`src/verilog/negotiation_status_pkg.sv`:
```
// shared constants for the negotiation result and address register
package negotiation_status_pkg;

    // =========================================================================
    // register map
    localparam int          APB_ADDR_W      = 12;
    localparam int          APB_DATA_W      = 32;
    // printed offset is not a multiple of four, so it is a word index
    localparam logic [9:0]  RESULT_REG_INDEX = 10'h011;
    localparam logic [11:0] RESULT_REG_BYTE  = {RESULT_REG_INDEX, 2'b00};

    // =========================================================================
    // field layout of the 16-bit register
    localparam int REG_W          = 16;
    localparam int FAST_FDX_BIT   = 15;
    localparam int FAST_HDX_BIT   = 14;
    localparam int SLOW_FDX_BIT   = 13;
    localparam int SLOW_HDX_BIT   = 12;
    localparam int RESV_MSB       = 11;
    localparam int RESV_LSB       = 9;
    localparam int ADDR_MSB       = 8;
    localparam int ADDR_LSB       = 4;
    localparam int MON_MSB        = 3;
    localparam int MON_LSB        = 0;
    localparam int STATION_ADDR_W = 5;
    localparam int MON_W          = 4;
    localparam int RESULT_W       = 4;

    // =========================================================================
    // reset values
    localparam logic [3:0] RESULT_RESET       = 4'hf;
    localparam logic [4:0] STATION_ADDR_RESET = 5'h00;
    localparam logic [3:0] MON_RESET          = 4'h0;

    // =========================================================================
    // monitor encodings
    localparam logic [3:0] MON_IDLE      = 4'h0;
    localparam logic [3:0] MON_ABILITY   = 4'h1;
    localparam logic [3:0] MON_ACK_MATCH = 4'h2;
    localparam logic [3:0] MON_ACK_FAIL  = 4'h3;
    localparam logic [3:0] MON_CONS      = 4'h4;
    localparam logic [3:0] MON_CONS_FAIL = 4'h5;
    localparam logic [3:0] MON_PD_READY  = 4'h6;
    localparam logic [3:0] MON_PD_FAIL   = 4'h7;

    // negotiation state reported by the state machine outside this block
    typedef enum logic [2:0] {
        NEG_IDLE,
        NEG_ABILITY,
        NEG_ACK_MATCH,
        NEG_ACK_FAIL,
        NEG_CONS,
        NEG_CONS_FAIL,
        NEG_PD_READY,
        NEG_PD_FAIL
    } neg_state_type;

endpackage

```
`src/verilog/station_addr_matcher.sv`:
```
// serial station address comparator, most significant bit first
`timescale 1ns/1ns
module station_addr_matcher
    import negotiation_status_pkg::*;
#(
    parameter int ADDR_W = STATION_ADDR_W
) (
    // clock and reset
    input  wire logic              clk_in,
    input  wire logic              nrst_in,
    // serial address bits from the frame
    input  wire logic              start_in,
    input  wire logic              bit_in,
    input  wire logic              bit_valid_in,
    // own address
    input  wire logic [ADDR_W-1:0] station_addr_in,
    // result
    output logic                   match_out,
    output logic                   done_out
);

    // =========================================================================
    // shift and count
    logic [ADDR_W-1:0] shift_r;
    logic [ADDR_W-1:0] shift_nxt;
    logic [2:0]        count_r;
    logic [2:0]        count_nxt;
    logic              last_bit;
    logic              take_bit;

    // first bit lands at the top after all shifts
    assign take_bit  = bit_valid_in && (count_r < 3'(ADDR_W));
    assign shift_nxt = {shift_r[ADDR_W-2:0], bit_in};
    assign count_nxt = count_r + 3'h1;
    assign last_bit  = take_bit && (count_nxt == 3'(ADDR_W));

    always_ff @(posedge clk_in) begin
        if (!nrst_in || start_in) begin
            count_r <= 3'h0;
            shift_r <= '0;
        end else if (take_bit) begin
            count_r <= count_nxt;
            shift_r <= shift_nxt;
        end
    end

    // =========================================================================
    // one-cycle verdict after the fifth bit
    always_ff @(posedge clk_in) begin
        if (!nrst_in) begin
            match_out <= 1'b0;
            done_out  <= 1'b0;
        end else begin
            done_out  <= last_bit;
            match_out <= last_bit && (shift_nxt == station_addr_in);
        end
    end

endmodule

```
`src/verilog/negotiation_status_reg.sv`:
```
// negotiation result, station address and monitor register behind apb
//
// Summary of operation
// - on negotiation done, bit 15 is set when the resolved mode is 100 Mbps full duplex.
// - on negotiation done, bit 14 is set when the resolved mode is 100 Mbps half duplex.
// - on negotiation done, bit 13 is set when the resolved mode is 10 Mbps full duplex.
// - on negotiation done, bit 12 is set when the resolved mode is 10 Mbps half duplex.
// - bits 15 to 12 reset to one and mean nothing outside negotiation mode.
// - bits 11 to 9 read as zero and writes to them are dropped.
// - the station address travels in frames most significant bit first.
// - bits 3 to 0 follow the live negotiation state, read only, reset to zero.
// - monitor codes: 0 idle, 2/3 ack match/fail, 4/5 consistency/fail, 6/7 pd ready/fail.
//
// The implementer's own choice: the APB interface to the registers.
`timescale 1ns/1ns
module negotiation_status_reg
    import negotiation_status_pkg::*;
(
    // clock and reset
    input  wire logic                  CLK_IN,
    input  wire logic                  NRST_IN,
    // apb slave
    input  wire logic                  PSEL_IN,
    input  wire logic                  PENABLE_IN,
    input  wire logic                  PWRITE_IN,
    input  wire logic [APB_ADDR_W-1:0] PADDR_IN,
    input  wire logic [APB_DATA_W-1:0] PWDATA_IN,
    input  wire logic [3:0]            PSTRB_IN,
    output logic [APB_DATA_W-1:0]      PRDATA_OUT,
    output logic                       PREADY_OUT,
    output logic                       PSLVERR_OUT,
    // negotiation engine
    input  wire logic                  NEG_MODE_IN,
    input  wire logic                  NEG_DONE_IN,
    input  wire logic                  NEG_SPEED_FAST_IN,
    input  wire logic                  NEG_FULL_DUPLEX_IN,
    input  wire logic [2:0]            NEG_STATE_IN,
    // address strap
    input  wire logic [4:0]            CFG_STATION_ADDR_IN,
    // management frame address bits
    input  wire logic                  FRAME_START_IN,
    input  wire logic                  FRAME_ADDR_BIT_IN,
    input  wire logic                  FRAME_ADDR_VALID_IN,
    // results to the phy
    output logic [4:0]                 STATION_ADDR_OUT,
    output logic                       ADDR_MATCH_OUT,
    output logic                       ADDR_CHECKED_OUT,
    output logic [3:0]                 RESULT_FLAGS_OUT,
    output logic                       NEG_RESULT_VALID_OUT
);

    // =========================================================================
    // helpers

    // one-hot result from speed and duplex
    function automatic logic [3:0] mode_flags(input logic fast, input logic fdx);
        logic [3:0] f;
        f = 4'h0;
        case ({fast, fdx})
            2'b11:   f = 4'h8;
            2'b10:   f = 4'h4;
            2'b01:   f = 4'h2;
            default: f = 4'h1;
        endcase
        return f;
    endfunction

    // state index to monitor code
    function automatic logic [3:0] monitor_code(input logic [2:0] st);
        logic [3:0] c;
        c = MON_IDLE;
        case (neg_state_type'(st))
            NEG_IDLE:      c = MON_IDLE;
            NEG_ABILITY:   c = MON_ABILITY;
            NEG_ACK_MATCH: c = MON_ACK_MATCH;
            NEG_ACK_FAIL:  c = MON_ACK_FAIL;
            NEG_CONS:      c = MON_CONS;
            NEG_CONS_FAIL: c = MON_CONS_FAIL;
            NEG_PD_READY:  c = MON_PD_READY;
            NEG_PD_FAIL:   c = MON_PD_FAIL;
            default:       c = MON_IDLE;
        endcase
        return c;
    endfunction

    // =========================================================================
    // apb decode
    logic                  setup_phase;
    logic                  access_phase;
    logic                  transfer_done;
    logic                  reg_hit;
    logic                  wr_commit;
    logic                  wr_addr_lo;
    logic                  wr_addr_hi;
    logic [APB_DATA_W-1:0] read_word;
    logic                  pready_r;
    logic                  pslverr_r;
    logic [APB_DATA_W-1:0] prdata_r;

    assign setup_phase   = PSEL_IN && !PENABLE_IN;
    assign access_phase  = PSEL_IN && PENABLE_IN;
    // the request completes at the edge where our ready is seen high
    assign transfer_done = access_phase && pready_r;
    assign reg_hit       = (PADDR_IN == RESULT_REG_BYTE);
    assign wr_commit     = transfer_done && PWRITE_IN && reg_hit;
    // bit 8 lives in byte lane 1, bits 7..4 in lane 0
    assign wr_addr_hi    = wr_commit && PSTRB_IN[1];
    assign wr_addr_lo    = wr_commit && PSTRB_IN[0];

    // =========================================================================
    // one wait state: ready rises at the end of the first access cycle, high in the second
    always_ff @(posedge CLK_IN) begin
        if (!NRST_IN) begin
            pready_r <= 1'b0;
        end else begin
            pready_r <= access_phase && !pready_r;
        end
    end

    always_ff @(posedge CLK_IN) begin
        if (!NRST_IN) begin
            pslverr_r <= 1'b0;
        end else begin
            pslverr_r <= access_phase && !pready_r && !reg_hit;
        end
    end

    // =========================================================================
    // station address with strap capture after reset release
    logic [4:0] station_addr_r;
    logic [4:0] station_addr_nxt;
    logic       strap_loaded_r;

    // strap is a plain level, so it is taken by a clocked load, not by the reset
    always_comb begin
        station_addr_nxt = station_addr_r;
        if (!strap_loaded_r) begin
            station_addr_nxt = CFG_STATION_ADDR_IN;
        end else begin
            if (wr_addr_hi) begin
                station_addr_nxt[4] = PWDATA_IN[ADDR_MSB];
            end
            if (wr_addr_lo) begin
                station_addr_nxt[3:0] = PWDATA_IN[ADDR_MSB-1:ADDR_LSB];
            end
        end
    end

    always_ff @(posedge CLK_IN) begin
        if (!NRST_IN) begin
            strap_loaded_r <= 1'b0;
        end else begin
            strap_loaded_r <= 1'b1;
        end
    end

    always_ff @(posedge CLK_IN) begin
        if (!NRST_IN) begin
            station_addr_r <= STATION_ADDR_RESET;
        end else begin
            station_addr_r <= station_addr_nxt;
        end
    end

    // =========================================================================
    // negotiation result flags
    logic [3:0] result_r;
    logic [3:0] result_nxt;
    logic       result_valid_r;

    // read only: software writes never touch the flags
    assign result_nxt = NEG_DONE_IN ?
                        mode_flags(NEG_SPEED_FAST_IN, NEG_FULL_DUPLEX_IN) : result_r;

    always_ff @(posedge CLK_IN) begin
        if (!NRST_IN) begin
            result_r <= RESULT_RESET;
        end else begin
            result_r <= result_nxt;
        end
    end

    // flags are only trustworthy after a completed negotiation in that mode
    always_ff @(posedge CLK_IN) begin
        if (!NRST_IN || !NEG_MODE_IN) begin
            result_valid_r <= 1'b0;
        end else if (NEG_DONE_IN) begin
            result_valid_r <= 1'b1;
        end
    end

    // =========================================================================
    // live monitor of the negotiation state
    logic [3:0] monitor_r;

    always_ff @(posedge CLK_IN) begin
        if (!NRST_IN) begin
            monitor_r <= MON_RESET;
        end else begin
            monitor_r <= monitor_code(NEG_STATE_IN);
        end
    end

    // =========================================================================
    // read data
    logic [REG_W-1:0] reg_value;

    assign reg_value = {result_r,
                        3'h0,
                        station_addr_r,
                        monitor_r};
    // unmapped addresses read as zero and flag an error
    assign read_word = reg_hit ? {{(APB_DATA_W-REG_W){1'b0}}, reg_value} : '0;

    always_ff @(posedge CLK_IN) begin
        if (!NRST_IN) begin
            prdata_r <= '0;
        end else if (access_phase && !pready_r && !PWRITE_IN) begin
            prdata_r <= read_word;
        end
    end

    // =========================================================================
    // frame address comparison against our own address
    logic match_w;
    logic checked_w;

    station_addr_matcher #(
        .ADDR_W          (STATION_ADDR_W)
    ) u_matcher (
        .clk_in          (CLK_IN),
        .nrst_in         (NRST_IN),
        .start_in        (FRAME_START_IN),
        .bit_in          (FRAME_ADDR_BIT_IN),
        .bit_valid_in    (FRAME_ADDR_VALID_IN),
        .station_addr_in (station_addr_r),
        .match_out       (match_w),
        .done_out        (checked_w)
    );

    // =========================================================================
    // outputs
    assign PRDATA_OUT           = prdata_r;
    assign PREADY_OUT           = pready_r;
    assign PSLVERR_OUT          = pslverr_r;
    assign STATION_ADDR_OUT     = station_addr_r;
    assign ADDR_MATCH_OUT       = match_w;
    assign ADDR_CHECKED_OUT     = checked_w;
    assign RESULT_FLAGS_OUT     = result_r;
    assign NEG_RESULT_VALID_OUT = result_valid_r;

endmodule

```
`config.mk`:
```
export PLATFORM = sky130hd
export DESIGN_NAME = negotiation_status_reg
export DESIGN_NICKNAME = d
export VERILOG_FILES = /design/src/verilog/negotiation_status_pkg.sv /design/src/verilog/station_addr_matcher.sv /design/src/verilog/negotiation_status_reg.sv
export SDC_FILE = /design/constraint.sdc
export NUM_CORES = 1
export LEC_CHECK = 0
export ABC_CLOCK_PERIOD_IN_PS = 3300
export BUFFER_PORTS_ARGS = -buffer_cell sky130_fd_sc_hd__buf_2
export CORE_MARGIN = 2
export CORE_UTILIZATION = 44
export CTS_CLUSTER_SIZE = 40
export DETAILED_ROUTE_END_ITERATION = 12
export PLACE_DENSITY = 0.85
export SLEW_MARGIN = 20
export SYNTH_ARGS = -nofsm -noshare
export SYNTH_HDL_FRONTEND = slang
export SYNTH_SLANG_ARGS = --single-unit
export TNS_END_PERCENT = 1
```
`constraint.sdc`:
```
create_clock -name CLK_IN -period 3.3 [get_ports CLK_IN]
set_input_delay 0.495 -clock CLK_IN [delete_from_list [all_inputs] [get_ports CLK_IN]]
set_output_delay 0.495 -clock CLK_IN [all_outputs]
set_load 0.01 [all_outputs]
```
==> impl_metrics.yaml <==
setup_path:
  r2r_cells: 3
  crit_type: "in -> reg"
  cp-end-kind: "flip-flop"
  reg2reg_slack_ns: 1.82
  reg2reg_from: "PREADY_OUT"
  critPathMaxFanout: 22
  crit_end: "PRDATA_OUT[6]"
  critPathLaunch: "NRST_IN"
  start_kind: "input pin"
  slowest_delay_ns: 0.55
  crit_slowest_cell: "nor3_4"
  reg2reg_to: "PRDATA_OUT[6]"
  crit_chain: "buf_2 > nand4b_1 > nor3_4 > a22o_2"
  worstPathRequired_ns: 3.53
  arrival_ns: 1.91
drt:
  ant_nets: 0
  wl_um: 3410
  drt-pass1-iter-count: 4
  drtIter0Drc: 58
  post_drt_wl_per_cell_um: 12.3
  vias: 1360
  via_per_inst: 4.91
  drc_errors: 0
final_layout:
  nets: 298
  drive_gt1_share_pct: 38.0
  syn_to_final_growth_pct: 21.7
  final_common_cell: "buf_2"
  fin_util_pct: 55.0
  final_cell_mix: "64 x buf_2, 37 x dfxtp_1, 20 x conb_1"
  num_antenna_cells: 0
  n_fill_cell: 341
pwr:
  seqPwrFrac_pct: 54.8
  peakVddDrop_v: 0.000265
  p_int_uw: 647
  p_per_area_nw_per_um2: 433
  leakage_nw: 0.968
  comb_power_share_pct: 11.0
  p_switching_uw: 218
  pwr-share-clk_pct: 34.2
  p_sw_share_pct: 25.2
place:
  portBuffers: 64
  dp_hpwl_um: 2540
  gp_congestion: 0.776
  place_worst_setup_slack_ns: 1.35
logic_synthesis:
  syn_avg_cell_area_um2: 10.1
  ys_seq_area_share_pct: 45.1
  synth_seq_cells: 37
  syn_inst: 163
  synth_cell_types: 36
  yosys_warnings: 0
  synth_area_um2: 1640
clock_tree:
  cts_resized: 0
  clkSinkCount: 37
  insertion_delay_ns: 0.28
  tritoncts.num_buffers: 5
  clkTransAtPathRegs_ns: 0.07
  cts_setup_buffers: 0
  root_buffer: "clkbuf_8"
  cts_max_path_buffers: 2
  holdBufCountCts: 0
  cts_tree: "yes"
  cts.htree.levels: 2
timing:
  timing_max_transition_violations_final: 0
  final.setup.tns_ns: 0
  clock.fmax_mhz: 595
  max_slew_margin_pct: 62.2
  rsz0062_at_grt: "false"
  worstMarginPinSlew_ns: 0.567
  fin_skew_ns: 0.00561
  fin_crit_sh_pct: 50.9
  fin_ws_ns: 1.62
  min_period_ns: 1.68
  finalSetupViolations: 0
  hold_viol: 0
floorplan:
  core_area_um2: 3630
  io_pins: 114
  dieHeight_um: 65.1
  dieArea_um2: 4240
  start_util_pct: 45.2
  die_w_um: 65.1
  rows: 22
global_route:
  grt_pass1_wl_um: 5610
  grt_overflow_total: 0
  grt_max_degree: 23
  grt_use_total_pct: 17.3
  grt_pass1_vias: 1288
  antenna_found_initial: 0
min_path:
  hp-class: "in -> reg"
status:
  outcome: "completed"
job:
  cap_violations: 0
how the worst min path moves through the flow:
| stage | startpoint | endpoint | cells past startpoint | slack [ns] |
|---|---|---|---|---|
| after global routing | NEG_STATE_IN[2] | monitor_r[2] | 2 | 0.41 |
| final | NEG_STATE_IN[1] | monitor_r[1] | 2 | 0.42 |
| after detailed placement | monitor_r[1] | PRDATA_OUT[1] | 1 | 0.43 |
| after global placement | monitor_r[1] | PRDATA_OUT[1] | 1 | 0.42 |
| after CTS | NEG_STATE_IN[1] | monitor_r[1] | 2 | 0.41 |
| after floorplan | monitor_r[0] | PRDATA_OUT[0] | 1 | 0.42 |
critical path: cells and delay by family:
kind	cells	cell delay (ns)
buf+inv	1	0.33
simple gates	2	0.84
compound gates	1	0.24
Yosys cell counts:
library cell	instances	area, um^2
a21oi_1	5	25.0
a22o_1	4	35.0
a22o_2	8	80.1
a31oi_1	1	6.26
and2_1	3	18.8
and3_2	1	7.51
and4_1	2	17.5
and4bb_2	1	12.5
buf_2	1	5.00
buf_4	20	150
buf_6	1	11.3
clkbuf_1	3	11.3
conb_1	1	3.75
dfxtp_1	37	741
ha_1	2	25.0
inv_1	6	22.5
mux2i_1	4	40.0
nand2_1	16	60.1
nand2b_1	5	31.3
nand3_1	7	35.0
nand3_4	1	17.5
nand4_1	1	6.26
nand4b_1	1	8.76
nor2_1	4	15.0
nor3_1	1	5.00
nor3_4	1	16.3
nor4_4	2	42.5
o211a_1	1	10.0
o211ai_1	4	30.0
o21ai_0	6	30.0
o21ai_2	1	8.76
o21ai_4	1	16.3
o221ai_1	2	17.5
o31a_1	1	8.76
xnor2_1	3	26.3
xor2_1	5	43.8
layer usage:
metal  vias to the layer above  GRT usage, %  part of all wire, %
li1                        661             -                    -
met1                       642          18.7                   41
met2                        53          32.2                   51
met3                         4          5.38                  6.9
met4                         0          5.21                 0.82
met5                         -             0                    0
per-stage QoR:
step	hold slack, ns	power, mW	cell area, um^2	instances
3_3_place_gp	0.422	0.575	1920	269
4_1_cts	0.412	0.874	2000	277
6_report	0.418	0.866	2000	277
2_1_floorplan	0.420	0.550	1710	182
5_1_grt	0.410	0.907	2000	277
3_5_place_dp	0.429	0.579	1920	269
layout make-up:
class	count	area [um^2]	area share, %
inverters	6	22.5	1.13
flip-flops and latches	37	741	37.1
multi-input cells	114	772	38.6
repair buffers	64	320	16.0
clock inverters	2	10.0	0.501
well taps	48	60.1	3.01
clock buffers	6	72.6	3.63
state kept, by name, summed over array words and instances (netlist names):
signal	count
u_matcher.shift_r	4
strap_loaded_r	1
u_matcher.match_out	1
u_matcher.count_r	3
monitor_r	3
NEG_RESULT_VALID_OUT	1
PRDATA_OUT	12
STATION_ADDR_OUT	5
RESULT_FLAGS_OUT	4
PREADY_OUT	1
u_matcher.done_out	1
PSLVERR_OUT	1
kinds of logic (layout without fill, tap and decap cells):
| family | count (synthesis) | after routing | share of synthesized area, % |
|---|---|---|---|
| buf+inv | 31 | 78 | 12.2 |
| compound gates | 34 | 34 | 16.3 |
| xor+xnor | 8 | 8 | 4.27 |
| mux | 4 | 4 | 2.44 |
| other cells | 1 | 20 | 0.228 |
| fa+ha+maj | 2 | 2 | 1.52 |
| flops | 37 | 37 | 45.1 |
| simple gates | 46 | 46 | 17.9 |
power by group through the flow:
stage	combinational, mW	sequential (mW)	clock, mW
4_1_cts	0.0954	0.474	0.305
6_report	0.0956	0.474	0.296
3_3_place_gp	0.0917	0.483	0
2_1_floorplan	0.0654	0.484	0
5_1_grt	0.106	0.476	0.325
3_5_place_dp	0.0949	0.484	0
(Power assumes the default switching activity.)
